$ cat config.mk
export PLATFORM = sky130hd
export DESIGN_NAME = rfg_regfile
export DESIGN_NICKNAME = d
export VERILOG_FILES = /design/src/core/rfg_pkg.sv /design/src/core/rfg_regfile.sv /design/src/core/rfg_guard.sv
export SDC_FILE = /design/constraint.sdc
export NUM_CORES = 1
export LEC_CHECK = 0
export ABC_AREA = 1
export BUFFER_PORTS_ARGS = -buffer_cell sky130_fd_sc_hd__buf_2
export CAP_MARGIN = 20
export CELL_PAD_IN_SITES_DETAIL_PLACEMENT = 0
export CELL_PAD_IN_SITES_GLOBAL_PLACEMENT = 1
export CORE_ASPECT_RATIO = 0.75
export CORE_MARGIN = 1
export CORE_UTILIZATION = 46
export CTS_BUF_LIST = sky130_fd_sc_hd__clkbuf_2
export CTS_CLUSTER_DIAMETER = 200
export DETAILED_ROUTE_END_ITERATION = 6
export MAX_ROUTING_LAYER = met4
export PLACE_DENSITY_LB_ADDON = 0.1
export SKIP_LAST_GASP = 1
export SYNTH_ARGS = -nofsm -noshare
export SYNTH_HDL_FRONTEND = slang
export SYNTH_HIERARCHICAL = 1
export SYNTH_SLANG_ARGS = --single-unit
$ cat constraint.sdc
create_clock -name clk -period 18.45 [get_ports clk]
set_input_delay 4.6125 -clock clk [delete_from_list [all_inputs] [get_ports clk]]
set_output_delay 4.6125 -clock clk [all_outputs]
set_load 0.005 [all_outputs]
$ cat src/core/rfg_pkg.sv
// rfg_pkg: constants shared by the register file / atomic guard block.
// assumes a single cpu clock; no software-visible bus of its own.
package rfg_pkg;
   localparam int NUM_REGS = 32;             // working registers
   localparam int DATA_W = 8;                // byte width
   localparam int IDX_W = 5;                 // register index width
   localparam int PTR_W = 16;                // pointer width
   localparam logic [4:0] PTR_X_LO = 5'h1a;  // first pointer low byte
   localparam logic [4:0] PTR_Y_LO = 5'h1c;  // second pointer low byte
   localparam logic [4:0] PTR_Z_LO = 5'h1e;  // third pointer low byte
   localparam logic [7:0] SIG_SELF_PROG = 8'h9d; // self-program key
   localparam logic [7:0] SIG_IO = 8'hd8;        // protected io key
   localparam logic [2:0] UNLOCK_INSNS = 3'h4;   // window in instructions
   localparam int GUARD_IO_BIT = 0;          // status bit: io window
   localparam int GUARD_SP_BIT = 1;          // status bit: self-program
   // write-port modes
   typedef enum logic [1:0] {
      RFG_WR_NONE,
      RFG_WR_BYTE,
      RFG_WR_WORD
   } rfg_wr_mode_t;
   // pointer selection
   typedef enum logic [1:0] {
      RFG_PTR_X,
      RFG_PTR_Y,
      RFG_PTR_Z
   } rfg_ptr_sel_t;
   // pointer addressing variant
   typedef enum logic [1:0] {
      RFG_AM_PLAIN,
      RFG_AM_DISP,
      RFG_AM_POSTINC,
      RFG_AM_PREDEC
   } rfg_addr_mode_t;
endpackage : rfg_pkg

$ cat src/core/rfg_regfile.sv
// rfg_regfile: 32x8 working register file, pointer unit, shared temp
// byte for 16-bit peripheral access, and config change guard.
// assumes a pipeline that issues one operation per cycle on clk.
`timescale 1ns/100ps
module rfg_regfile
   import rfg_pkg::*;
#(
   parameter int NREGS = NUM_REGS
)(
   input wire logic clk,
   input wire logic rst,
   // read ports
   input wire logic [4:0] rd_a_idx,          // first operand index
   input wire logic [4:0] rd_b_idx,          // second operand index
   input wire logic rd_word,                 // a is a 16-bit pair read
   // write port
   input wire rfg_wr_mode_t wr_mode,         // none, byte, word
   input wire logic [4:0] wr_idx,            // destination (even for word)
   input wire logic [15:0] wr_data,          // result
   // pointer unit
   input wire logic ptr_req,                 // data load/store via pointer
   input wire logic prog_req,                // program load / indirect jump
   input wire rfg_ptr_sel_t ptr_sel,         // which pointer
   input wire rfg_addr_mode_t ptr_mode,      // addressing variant
   input wire logic [5:0] ptr_disp,          // displacement
   // 16-bit peripheral byte access through the temp byte
   input wire logic pio_wr,                  // peripheral byte write
   input wire logic pio_rd,                  // peripheral byte read
   input wire logic pio_hi,                  // high byte selected
   input wire logic [7:0] pio_wdata,         // byte written
   input wire logic [15:0] pio_cur,          // current peripheral value
   input wire logic tmp_wr,                  // direct temp write
   input wire logic tmp_rd,                  // direct temp read
   // guard
   input wire logic key_wr,
   input wire logic [7:0] key_data,
   input wire logic insn_done,
   input wire logic io_or_mem_wr,
   input wire logic nvm_access,
   input wire logic sleep_exec,
   input wire logic irq_pending,             // any request flag set
   // outputs, all registered
   output logic [7:0] rd_a_data,
   output logic [7:0] rd_b_data,
   output logic [15:0] rd_word_data,
   output logic [15:0] addr_out,             // effective address
   output logic addr_valid,
   output logic addr_is_prog,                // address for program space
   output logic pio_commit,                  // 16-bit write strobe
   output logic [15:0] pio_commit_data,      // full word to commit
   output logic [7:0] pio_rdata,             // peripheral read byte
   output logic irq_take_ok,                 // interrupts may be taken
   output logic io_unprotect_key,            // io window open
   output logic self_program_unlock,         // self-program window open
   output logic [7:0] config_change_guard    // guard register read value
);
   import rfg_pkg::*;

   ////////////////////////////////////////////////////////////////////
   // state: the struct holds every flip-flop of this module
   typedef struct packed {
      logic [NREGS-1:0][7:0] gpr;
      logic [7:0] tmp;
      logic [7:0] rd_a;
      logic [7:0] rd_b;
      logic [15:0] rd_w;
      logic [15:0] addr;
      logic addr_v;
      logic addr_p;
      logic commit;
      logic [15:0] commit_d;
      logic [7:0] prd;
      logic irq_ok;
      logic io_o;
      logic sp_o;
      logic [7:0] guard;
   } rfg_st_t;
   rfg_st_t st_reg, st_next;

   logic g_io, g_sp;        // live guard windows
   logic [7:0] g_status;    // guard read value

   // low index of a pointer pair
   function automatic logic [4:0] ptr_lo(input rfg_ptr_sel_t s);
      case (s)
         RFG_PTR_X: ptr_lo = PTR_X_LO;
         RFG_PTR_Y: ptr_lo = PTR_Y_LO;
         default: ptr_lo = PTR_Z_LO;
      endcase
   endfunction : ptr_lo

   // read a register pair as a 16-bit value
   function automatic logic [15:0] pair(input rfg_st_t s,
                                       input logic [4:0] lo);
      pair = {s.gpr[lo | 5'h01], s.gpr[lo & 5'h1e]};
   endfunction : pair

   ////////////////////////////////////////////////////////////////////
   // guard unit
   rfg_guard u_guard (
      .clk(clk),
      .rst(rst),
      .key_wr(key_wr),
      .key_data(key_data),
      .insn_done(insn_done),
      .io_or_mem_wr(io_or_mem_wr),
      .nvm_access(nvm_access),
      .sleep_exec(sleep_exec),
      .io_open(g_io),
      .sp_open(g_sp),
      .status(g_status)
   );

   ////////////////////////////////////////////////////////////////////
   // next state
   always_comb begin
      logic [4:0] plo;
      logic [15:0] pv;
      logic [15:0] pupd;
      logic upd;
      plo = 5'h00;
      pv = 16'h0000;
      pupd = 16'h0000;
      upd = 1'b0;
      st_next = st_reg;
      // reads see registers only; data space cannot reach them
      st_next.rd_a = st_reg.gpr[rd_a_idx];
      st_next.rd_b = st_reg.gpr[rd_b_idx];
      st_next.rd_w = rd_word ? pair(st_reg, rd_a_idx) : 16'h0000;
      // pointer address generation
      st_next.addr_v = 1'b0;
      st_next.addr_p = 1'b0;
      if (prog_req) begin
         // program space only ever uses the third pointer
         plo = PTR_Z_LO;
      end else begin
         plo = ptr_lo(ptr_sel);
      end
      pv = pair(st_reg, plo);
      if (ptr_req || prog_req) begin
         st_next.addr_v = 1'b1;
         st_next.addr_p = prog_req;
         case (ptr_mode)
            RFG_AM_DISP: begin
               st_next.addr = pv + {10'h000, ptr_disp};
            end
            RFG_AM_POSTINC: begin
               st_next.addr = pv;
               pupd = pv + 16'h0001;
               upd = 1'b1;
            end
            RFG_AM_PREDEC: begin
               pupd = pv - 16'h0001;
               st_next.addr = pupd;
               upd = 1'b1;
            end
            default: st_next.addr = pv;
         endcase
      end
      // result write-back; word writes land on an even pair
      case (wr_mode)
         RFG_WR_BYTE: st_next.gpr[wr_idx] = wr_data[7:0];
         RFG_WR_WORD: begin
            st_next.gpr[wr_idx & 5'h1e] = wr_data[7:0];
            st_next.gpr[wr_idx | 5'h01] = wr_data[15:8];
         end
         default: ;
      endcase
      // pointer update after write-back, so auto-modify wins a clash
      if (upd) begin
         st_next.gpr[plo] = pupd[7:0];
         st_next.gpr[plo | 5'h01] = pupd[15:8];
      end
      // atomic 16-bit access via the shared temp byte
      st_next.commit = 1'b0;
      st_next.prd = 8'h00;
      if (pio_wr) begin
         if (!pio_hi) begin
            st_next.tmp = pio_wdata;
         end else begin
            st_next.commit = 1'b1;
            st_next.commit_d = {pio_wdata, st_reg.tmp};
         end
      end else if (pio_rd) begin
         if (!pio_hi) begin
            st_next.prd = pio_cur[7:0];
            st_next.tmp = pio_cur[15:8];
         end else begin
            st_next.prd = st_reg.tmp;
         end
      end else if (tmp_wr) begin
         st_next.tmp = pio_wdata;
      end else if (tmp_rd) begin
         st_next.prd = st_reg.tmp;
      end
      // hold off interrupts while either window runs; flags stay pending
      // outside, so they are served as soon as this rises again
      st_next.irq_ok = !(g_io || g_sp) && irq_pending;
      st_next.io_o = g_io;
      st_next.sp_o = g_sp;
      st_next.guard = g_status;
   end

   // register the state; register file contents clear at reset
   always_ff @(posedge clk or posedge rst) begin
      if (rst) st_reg <= '0;
      else st_reg <= st_next;
   end

   ////////////////////////////////////////////////////////////////////
   // outputs straight from flip-flops
   assign rd_a_data = st_reg.rd_a;
   assign rd_b_data = st_reg.rd_b;
   assign rd_word_data = st_reg.rd_w;
   assign addr_out = st_reg.addr;
   assign addr_valid = st_reg.addr_v;
   assign addr_is_prog = st_reg.addr_p;
   assign pio_commit = st_reg.commit;
   assign pio_commit_data = st_reg.commit_d;
   assign pio_rdata = st_reg.prd;
   assign irq_take_ok = st_reg.irq_ok;
   assign io_unprotect_key = st_reg.io_o;
   assign self_program_unlock = st_reg.sp_o;
   assign config_change_guard = st_reg.guard;
endmodule : rfg_regfile

$ cat src/core/rfg_guard.sv
// rfg_guard: configuration change guard with two unlock windows.
// assumes the pipeline pulses insn_done once per retired instruction.
`timescale 1ns/100ps
module rfg_guard
   import rfg_pkg::*;
(
   input wire logic clk,
   input wire logic rst,
   input wire logic key_wr,          // write to config_change_guard
   input wire logic [7:0] key_data,  // written value
   input wire logic insn_done,       // one instruction retired
   input wire logic io_or_mem_wr,    // cpu write to io or data memory
   input wire logic nvm_access,      // flash/nvm ctrl/eeprom load/store
   input wire logic sleep_exec,      // sleep instruction
   output logic io_open,             // io_unprotect_key window open
   output logic sp_open,             // self_program_unlock window open
   output logic [7:0] status         // read value of guard register
);
   import rfg_pkg::*;
   // whole state in one struct
   typedef struct packed {
      logic io_open;
      logic sp_open;
      logic [2:0] io_cnt;
      logic [2:0] sp_cnt;
   } rfg_guard_st_t;
   rfg_guard_st_t st_reg, st_next;

   ////////////////////////////////////////////////////////////////////
   // next state: the key decode comes after the kill terms and overrides them
   // for the window it opens, since that write is also an io write
   always_comb begin
      st_next = st_reg;
      // io window countdown and kill
      if (st_reg.io_open) begin
         if (io_or_mem_wr || nvm_access || sleep_exec) begin
            st_next.io_open = 1'b0;
         end else if (insn_done) begin
            st_next.io_cnt = st_reg.io_cnt - 3'h1;
            if (st_reg.io_cnt == 3'h1) st_next.io_open = 1'b0;
         end
      end
      // self-program window countdown and kill
      if (st_reg.sp_open) begin
         if (nvm_access || sleep_exec) begin
            st_next.sp_open = 1'b0;
         end else if (insn_done) begin
            st_next.sp_cnt = st_reg.sp_cnt - 3'h1;
            if (st_reg.sp_cnt == 3'h1) st_next.sp_open = 1'b0;
         end
      end
      // key decode; other values open nothing
      if (key_wr) begin
         if (key_data == SIG_IO) begin
            st_next.io_open = 1'b1;
            st_next.io_cnt = UNLOCK_INSNS;
         end else if (key_data == SIG_SELF_PROG) begin
            st_next.sp_open = 1'b1;
            st_next.sp_cnt = UNLOCK_INSNS;
         end
      end
   end

   // register the state
   always_ff @(posedge clk or posedge rst) begin
      if (rst) st_reg <= '0;
      else st_reg <= st_next;
   end

   assign io_open = st_reg.io_open;
   assign sp_open = st_reg.sp_open;
   // upper bits always zero
   always_comb begin
      status = 8'h00;
      status[GUARD_IO_BIT] = st_reg.io_open;
      status[GUARD_SP_BIT] = st_reg.sp_open;
   end
endmodule : rfg_guard

[After elaboration in Yosys (flattened, before gate mapping)]
Cells that the tools add are included.
Cells by class
  $add $sub $neg: 5
  $lt $le $gt $ge: 15
  eq/ne operators: 12
  multiplexer cells: 71
  reductions and logical operators: 17
Operators with widths (count)
  $bwmux W256: 5
  $pmux W256 S2: 1
  $mux W256: 1
  $mux W8: 22
  $bmux W8 S4: 4
  $demux W8 S4: 3
  $bmux W8 S5: 2
  $demux W8 S5: 2
  $pmux W16 S2: 2
  $lt A5 B6 Y1 const B: 10
  $mux W17: 2
  $mux W16: 2
  $mux W3: 9
  $ge A5 B1 Y1 const B: 5
  $add A16 B1 Y16 const B: 1
  $add A16 B6 Y16: 1
  $eq A8 B8 Y1 const B: 2
  $sub A16 B1 Y16 const B: 1
  $mux W1: 13
  $eq A2 B1 Y1 const B: 3
  $eq A2 B2 Y1 const B: 3
  $eq A3 B1 Y1 const B: 2
  $logic_and A1 B1 Y1: 6
  $pmux W3 S2: 1
  11 further kinds: 17
Storage, ports and cells
  bits in registers: 352
  bits of input ports: 91
  output and inout bits: 86
  logic and storage cells: 170

[Depth between registers and ports, before layout]
Gate-level depths: netlist of run 1.
  word-level depth: 11
  mapped depth: 21
  depth with buffers taken out: 20

[Cells and area by module]
The synthesis of run 1 kept the hierarchy.
Modules (own cells, without submodules)
  rfg_regfile: instances 1, cells each 3236, area an instance 22884.4 um2
  rfg_guard: instances 1, cells each 88, area an instance 609.3 um2

[Worst setup path after synthesis of run 1]
Ideal clock, no wire load.
  path type: input port to flip-flop
  start: in ptr_sel[1]
  end: reg st_reg (netlist bit addr_out[14])
  data arrival time: 6.625 ns
  required time: 18.334 ns
  slack: 11.709 ns
  stages on the path: 21
  path buffers: 1
  cell sequence: inv_1 -> nand2_4 -> buf_6 -> nor2_2 -> nand2_1 -> nand3_2 -> ha_1 -> inv_1 -> fa_1 -> inv_1 -> nand2_1 -> nand3_1 -> nand3_1 -> nor2_2 -> nand2_1 -> nor2_1 -> nand2_1 -> nand3_1 -> nand2_1 -> nand2_1 -> nand2_1
On the way
  longest elaborated chain between the ends: 7
  elaborated cells on any way between the ends: 11
  those cells by class: 2 x add/sub; 1 x eq/ne; 7 x mux; 1 x reduce/logical
Ends and longest elaborated chain
  start: declaration: RTL line rfg_regfile.sv:23  | input wire rfg_ptr_sel_t ptr_sel,
  $eq A2 B1 Y1 / $logic_not A2 Y1 (equally long branches): RTL line rfg_regfile.sv:85  | case (s)
  $pmux W3 S2 (*): RTL line rfg_regfile.sv:85
  $mux W5 (*): RTL line rfg_regfile.sv:133  | if (prog_req) begin
  $bmux W8 S4: RTL line rfg_regfile.sv:95  | pair = {s.gpr[lo | 5'h01], s.gpr[lo & 5'h1e]};
  $mux W8 (not written as such): RTL line rfg_regfile.sv:95
  $sub A16 B1 Y16 / $add A16 B6 Y16 (equally long branches): RTL line rfg_regfile.sv:153, rfg_regfile.sv:145
  $pmux W16 S2 (*): RTL line rfg_regfile.sv:143  | case (ptr_mode)
  end signal: assignment: RTL line rfg_regfile.sv:207  | else st_reg <= st_next;
  end: declaration: RTL line rfg_regfile.sv:78  | rfg_st_t st_reg, st_next;
Every way passes the cells marked *; elsewhere a longest branch is shown, timed or not. The select of a mux whose other input is x is not followed.
A chain may end at the register's enable or synchronous reset.

==> results of run 1 <==
-- power groups by stage --
stage          registers, W  logic (W)  clock network (W)
2_1_floorplan      0.000874   0.000346                  0
3_3_place_gp       0.000895   0.000499                  0
3_5_place_dp       0.000895   0.000503                  0
4_1_cts            0.000880   0.000505           0.000615
5_1_grt            0.000887   0.000563           0.000659
6_report           0.000884   0.000526           0.000613
-- layout make-up --
cell class | instances | area, um^2
clock buffer | 145 | 726
tap | 657 | 822
sequential | 358 | 8960
timing repair buffer | 211 | 1170
fill | 5181 | 25300
antenna | 13 | 32.5
clock inverter | 30 | 161
inverter | 360 | 1360
multi-input combinational | 2326 | 11700
-- layout by cell type, fill, tap and decap left out, drive strengths merged, types with 2 or more instances in the layout --
cell and count:
nor2 293, o21ai 491, conb 6, a32oi 9
and2 2, clkinv 33, a221oi 2, a31oi 27
inv 354, ha 14, a211oi 4, mux2i 15
a311oi 15, o221ai 23, o2111ai 5, or2 14
a21oi 299, o21a 16, o211ai 50, nand4 12
nand2 630, buf 211, a22oi 3, nand3 212
nor3 21, diode 13, o22ai 146, o21bai 7
clkbuf 145, dfrtp 358, clkinvlp 2
-- how the worst max path moves through the flow --
stage,from,endpoint,slack [ns]
5_1_grt,prog_req,addr_out[10],11.70
2_1_floorplan,rst,async pin,4.13
3_5_place_dp,prog_req,addr_out[14],10.68
3_3_place_gp,prog_req,addr_out[14],10.74
6_report,wr_mode[0],flip-flop,11.83
4_1_cts,rd_a_data[7],rd_a_data[7],11.96
-- stage by stage --
stage	cell area [um^2]	setup slack, ns
after detailed placement	24000	10.68
after global placement	24000	10.74
after CTS	24900	11.96
final	24900	11.83
after global routing	24900	11.70
after floorplan	23500	4.13
-- routing by layer --
layer / track usage / vias up
met2: 0.518 / 1796
met1: 0.608 / 12400
met5: - / -
li1: - / 11300
met3: 0.199 / 239
met4: 0.118 / 0
-- kinds of logic after synthesis --
| kind of cell | after synthesis | share of synthesized area |
|---|---|---|
| xor+xnor | 2 | 0.000746 |
| buf+inv | 645 | 0.121 |
| other cells | 1 | 0.000160 |
| simple gates | 1187 | 0.220 |
| mux | 15 | 0.00639 |
| flops | 358 | 0.381 |
| compound gates | 1101 | 0.262 |
| fa+ha+maj | 15 | 0.00831 |
-- worst reg2reg max path, stage by stage (launching register included) --
cell	delay, ns
sky130_fd_sc_hd__dfrtp_1	0.50
sky130_fd_sc_hd__nand3_2	0.13
sky130_fd_sc_hd__nand3_2	0.23
sky130_fd_sc_hd__ha_1	0.19
sky130_fd_sc_hd__inv_1	0.07
sky130_fd_sc_hd__fa_1	0.44
sky130_fd_sc_hd__inv_1	0.07
sky130_fd_sc_hd__nand2_1	0.05
sky130_fd_sc_hd__nand3_1	0.13
sky130_fd_sc_hd__nand3_1	0.19
sky130_fd_sc_hd__nor2_2	0.18
sky130_fd_sc_hd__nand2_1	0.13
sky130_fd_sc_hd__nor2_1	0.11
sky130_fd_sc_hd__nand2_1	0.05
sky130_fd_sc_hd__nand3_1	0.08
sky130_fd_sc_hd__nand2_1	0.07
sky130_fd_sc_hd__nand2_1	0.08
sky130_fd_sc_hd__nand2_1	0.06
==> results.md, run 1 <==
* Run status: complete, no violations
* Max-cap violations at 0
* Number of vias per cell at 6.28
* Routed wire length on met2 at 40300 um
* Endpoints failing setup at 0
* Setup slack of the worst register-to-register path at 15.58 ns
* Layout overhead on the synthesized area at 6.17%
* Post-DP HPWL at 78500 um
* Mapped Cells at 3324
* H-tree levels at 3
* Pin count of the biggest net entering global routing at 97
* Cell Pwr Density at 81.1 nW/um^2
* Worst reg2reg endpoint: addr_out[14]
* Switching Share at 0.406
* Ratio of final minimum period to clock period at 0.359
* Maximum clock frequency at 151 MHz
* Number of buffers added on ports at 176
* Largest vdd supply drop at 43.0 uV
* Weighted congestion at the end of routability-driven global placement at 1.03
* Leading area contributor after synthesis: sky130_fd_sc_hd__dfrtp_1
* FF+latch count, synth at 358
* Worst Hold Path EP: addr_out[13]
* RSZ-0062 raised after global routing: no
* Met3 wire length at 18600 um
* WHS Path Cells at 2
* Type of the setup path with the least slack: input port to flip-flop
* Setup TNS after final layout at 0 ns
* Ratio of cells with drive above 1 in the final layout at 0.133
* Crit start category: input port
* Warnings, synthesis at 6
* Routed vias at 25800
* Detailed-routing iteration count for the pre-antenna-repair pass at 7
* Count of unique library cells instantiated by Yosys at 53
* P_leak at 11.9 nW
* Count of endpoints failing hold in the final timing report at 0
* Post-Syn Area at 23500 um^2
* Num ports at 177
* Sink Count at 358
* Overall global routing resource usage at 0.425
* Grt ovf at 0
* FF-to-FF Start: st_reg[302]
* Min Clock Period, post-route at 6.62 ns
* Library cell appearing most often on the critical path: sky130_fd_sc_hd__inv_1
* Worst path cell trace: buf_2 > inv_1 > ha_1 > inv_1 > buf_4 > o21ai_0 > nor2_1 > o22ai_1
* Startpoint of the tightest hold check path: addr_out[13]
* Via count of the first global-routing pass at 23100
* Antenna violations before repair at 9
* Critical-path cell with the highest stage delay: sky130_fd_sc_hd__nor2_1
* Final instance count without filler cells at 4100
* First-pass GRT wire length at 157000 um
* Internal power consumption at 0.00120 W
* Buffers from clock root to sink, at most at 3
* Worst-path maximum fanout at 37
* Post-synthesis async set-or-reset flop share at 1.00
* Met1 wire length at 47100 um
* Prevailing post-synth register cell: sky130_fd_sc_hd__dfrtp_1
* Crit path max-delay family: buffers and inverters
* DIE AREA at 52000 um^2
* Count of pins over their slew limit at 0
* Total power draw at 0.00202 W
* Number of design rule violations left after detail routing at 0
* Part of the power in combinational logic at 0.260
* Share of power burned in the clock network at 0.303
* Area share of the largest cell type after synthesis at 0.381
* Standard-cell row count at 71
* Clock transition at the register clock pins on the worst setup and hold paths after CTS at 0.09 ns
* Starting density of the core at 0.467
* Slew of the pin with the lowest slew margin at 1.33 ns
* Path class of the lowest-slack min-delay path: flip-flop to flip-flop
* Top cells by count, synth: 619 x sky130_fd_sc_hd__nand2_1, 472 x sky130_fd_sc_hd__o21ai_0, 358 x sky130_fd_sc_hd__dfrtp_1, 345 x sky130_fd_sc_hd__inv_1, 298 x sky130_fd_sc_hd__a21oi_1
* Switching power of the nets at 0.000821 W
* Number of violations reported at the end of detailed-routing iteration 0 at 4260
* Post-cts hold buffer count at 0
* Sequential power share at 0.437
* Synthesized area per cell at 7.07 um^2
* Clock root buffer: sky130_fd_sc_hd__clkbuf_2
* Sequential-to-total area share from yosys stat at 0.381
* Kind of capture point of the worst setup path: flip-flop
* TritonCTS clock tree: yes
* Die Y at 198 um
* Latest clock arrival within the worst-skew pair at 1.24 ns
* Top layer reached by signal wires: met4
* Leading cell type by number of instances after synthesis: sky130_fd_sc_hd__nand2_1
* Antenna Violating Nets Remaining at 0
* Cells on worst reg2reg path at 17
* Count of cells resized by post-cts repair at 0
* Buf/Inv on CP at 4
* Delay contributed by the slowest stage of the critical path at 0.86 ns
* Max Clock Skew at 0.0879 ns
* Final core occ at 0.496
* Detailed-route wire length at 109000 um
* Data arrival time of the worst path at 7.62 ns
* Dominant cells by area after synthesis: sky130_fd_sc_hd__dfrtp_1 38%, sky130_fd_sc_hd__o21ai_0 10%, sky130_fd_sc_hd__nand2_1 9.9%, sky130_fd_sc_hd__a21oi_1 6.3%, sky130_fd_sc_hd__inv_1 5.5%
* Nets@finish at 3459
* Slew margin rel. at 0.107
* DR WL/cell at 26.6 um
* Floorplan Core Area at 50300 um^2
* Hold slack final at 0.488 ns
* Required time reported for the critical path endpoint at 19.44 ns
* Placed Cells incl. Taps at 3912
* Number of post-CTS setup repair buffers at 0
* Number of enable flip-flop cells after synthesis at 0
* Logic depth of the worst setup path including buffers at 8
* Inserted Clock Buffers at 96
* Horiz. Die Dim at 263 um
Note: power is estimated with default switching activity, not from simulation.
==> run 2: changes to the inputs <==
CORE_UTILIZATION = 41   (was 46)
clock period = 5.9 ns   (was 18.45 ns; I/O delays follow)
==> results.md, run 2 (synthesis gave the netlist of run 1 again) <==
* Pin count of the biggest net entering global routing at 128 (was 97)
* Layout overhead on the synthesized area at 7.33% (was 6.17%)
* Final std cell area, no fill at 25200 um^2 (was 24900 um^2)
* Number of design rule violations left after detail routing at 1 (was 0)
* Post-DP HPWL at 79400 um (was 78500 um)
* Crit start category: flip-flop (was input port)
* Beginning of the critical path: rd_b_data[3] (was wr_mode[0])
* Max Clock Skew at 0.0861 ns (was 0.0879 ns)
* Type of the setup path with the least slack: flip-flop to primary output (was input port to flip-flop)
* Number of vias per cell at 6.09 (was 6.28)
* Overall global routing resource usage at 0.379 (was 0.425)
* Largest vdd supply drop at 113 uV (was 43.0 uV)
* Most frequent standard cell in the layout excluding fill and tap cells: sky130_fd_sc_hd__nand2_1 (unchanged)
* Count of cells resized by post-cts repair at 0 (unchanged)
* Clock root buffer: sky130_fd_sc_hd__clkbuf_2 (unchanged)
* Antenna violations before repair at 9 (unchanged)
* Num ports at 177 (unchanged)
* Run status: finished with violations (was complete, no violations)
* Inserted Clock Buffers at 97 (was 96)
* Grt ovf at 0 (unchanged)
* Standard-cell row count at 75 (was 71)
* Crit path capture: rd_b_data[3]
* Post-cts hold buffer count at 0 (unchanged)
* Logic depth of the worst setup path including buffers at 1 (was 8)
* TritonCTS clock tree: yes (unchanged)
* Min Clock Period, post-route at 3.37 ns
* Buffers from clock root to sink, at most at 3 (unchanged)
* Failing checks: DRC
* Buf/Inv on CP at 1 (was 4)
* H-tree levels at 3 (unchanged)
* Slew of the pin with the lowest slew margin at 1.18 ns (was 1.33 ns)
* Hold slack final at 0.326 ns (was 0.488 ns)
* Horiz. Die Dim at 278 um (was 263 um)
* Cell Pwr Density at 248 nW/um^2 (was 81.1 nW/um^2)
* Floorplan Core Area at 56300 um^2 (was 50300 um^2)
* Starting density of the core at 0.417 (was 0.467)
* Setup slack of the worst register-to-register path at 3.15 ns (was 15.58 ns)
* Critical-path cell with the highest stage delay: sky130_fd_sc_hd__dfrtp_1 (was sky130_fd_sc_hd__nor2_1)
* Number of fillers in the final layout at 5979 (was 5181)
* First-pass GRT wire length at 157000 um (about the same)
* Max-cap violations at 0 (unchanged)
* Cells on worst reg2reg path at 17 (unchanged)
* Path class of the lowest-slack min-delay path: input port to async pin (was flip-flop to flip-flop)
* Number of buffers added on ports at 176 (unchanged)
* Die Y at 209 um (was 198 um)
* Count of endpoints failing hold in the final timing report at 0 (unchanged)
* Endpoints failing setup at 0 (unchanged)
* FF-to-FF Start: st_reg[302] (unchanged)
* Antenna Violating Nets Remaining at 0 (unchanged)
* Data arrival time of the worst path at 1.89 ns (was 7.62 ns)
* Detailed-route wire length at 109000 um (about the same)
* Setup TNS after final layout at 0 ns (unchanged)
* Routed vias at 25500 (was 25800)
* P_leak at 12.0 nW (was 11.9 nW)
* Number of violations reported at the end of detailed-routing iteration 0 at 3915 (was 4260)
* Sink Count at 358 (unchanged)
* Nets@finish at 3489 (was 3459)
* Required time reported for the critical path endpoint at 4.43 ns (was 19.44 ns)
* Number of post-CTS setup repair buffers at 0 (unchanged)
* Weighted congestion at the end of routability-driven global placement at 1.13 (was 1.03)
* Delay contributed by the slowest stage of the critical path at 0.52 ns (was 0.86 ns)
* Maximum clock frequency at 297 MHz
* Crit path max-delay family: flip-flops (was buffers and inverters)
* Count of pins over their slew limit at 0 (unchanged)
* Ratio of final minimum period to clock period at 0.570
* Via count of the first global-routing pass at 22900 (was 23100)
* Total placed instance area at 24400 um^2 (was 24000 um^2)
* Ratio of cells with drive above 1 in the final layout at 0.140 (was 0.133)
* Most frequent cells in the layout: 619 x sky130_fd_sc_hd__nand2_1, 472 x sky130_fd_sc_hd__o21ai_0, 358 x sky130_fd_sc_hd__dfrtp_1, 342 x sky130_fd_sc_hd__inv_1, 298 x sky130_fd_sc_hd__a21oi_1 (was 619 x sky130_fd_sc_hd__nand2_1, 471 x sky130_fd_sc_hd__o21ai_0, 358 x sky130_fd_sc_hd__dfrtp_1, 342 x sky130_fd_sc_hd__inv_1, 298 x sky130_fd_sc_hd__a21oi_1)
* Worst reg2reg endpoint: addr_out[14] (unchanged)
* Latest clock arrival within the worst-skew pair at 1.18 ns (was 1.24 ns)
* Kind of capture point of the worst setup path: primary output (was flip-flop)
* DIE AREA at 58300 um^2 (was 52000 um^2)
* RSZ-0062 raised after global routing: no (unchanged)
* Detailed-routing iteration count for the pre-antenna-repair pass at 7 (unchanged)
* Clock transition at the register clock pins on the worst setup and hold paths after CTS at 0.13 ns (was 0.09 ns)
* Worst-path maximum fanout at 2 (was 37)
* Slew margin rel. at 0.206 (was 0.107)
* DR WL/cell at 25.9 um (was 26.6 um)
* Worst path cell trace: buf_2 (was buf_2 > inv_1 > ha_1 > inv_1 > buf_4 > o21ai_0 > nor2_1 > o22ai_1)
==> run 2: changes by cell type in the layout (fill, tap and decap cells not counted), sizes merged <==
| cell | previous run | this run |
|---|---|---|
| buf | 211 | 239 |
| bufinv | 1 | 0 |
| clkinv | 33 | 25 |
| diode | 13 | 7 |
| inv | 354 | 355 |
==> run 2: area by class of cell <==
| class | instances | area [um^2] | area share |
|---|---|---|---|
| antenna | 7 | 17.5 | 0.000695 |
| clock buffer | 144 | 721 | 0.0286 |
| clock inverter | 22 | 93.8 | 0.00372 |
| inverter | 360 | 1360 | 0.0538 |
| multi-input combinational | 2326 | 11700 | 0.464 |
| sequential | 358 | 8960 | 0.355 |
| tap | 731 | 915 | 0.0363 |
| timing repair buffer | 240 | 1450 | 0.0573 |
==> run 2: power breakdown <==
part / leakage [nW] / switching (W) / total, W / internal, W
Combinational: 6.60 / 0.00122 / 0.00168 / 0.000459
Clock: 0.644 / 0.00118 / 0.00183 / 0.000646
Sequential: 4.78 / 0.000143 / 0.00275 / 0.00261
Total: 12.0 / 0.00255 / 0.00626 / 0.00372
==> run 2: worst min path at each step <==
| stage | start | endpoint | slack [ns] | cells after the start |
|---|---|---|---|---|
| floorplan | u_guard/io_open | io_unprotect_key | 0.43 | 0 |
| global placement | pio_commit_data[13] | pio_commit_data[13] | 0.46 | 2 |
| detailed placement | pio_commit_data[13] | pio_commit_data[13] | 0.46 | 2 |
| CTS | rst | u_guard/st_reg[4] | 0.24 | 2 |
| global route | rst | u_guard/st_reg[4] | 0.25 | 2 |
| finish | rst | u_guard/io_open | 0.33 | 2 |
==> run 2: routing by layer <==
metal | vias to the layer above | global-route usage | routed length (um)
met2 | 1639 | 0.473 | 41000
met3 | 167 | 0.126 | 15300
met4 | 0 | 0.0777 | 2140
li1 | 11300 | - | -
met5 | - | - | 0
met1 | 12400 | 0.577 | 50200
==> run 2: metrics by stage <==
step | worst slack (ns) | std cells | power [W] | util
floorplan | -0.261 | 3329 | 0.00381 | -
global placement | 1.52 | 4014 | 0.00441 | 0.433
detailed placement | 1.56 | 4014 | 0.00441 | 0.433
global route | 2.43 | 4186 | 0.00654 | 0.448
finish | 2.54 | 4188 | 0.00626 | 0.448
CTS | 2.51 | 4180 | 0.00623 | 0.447
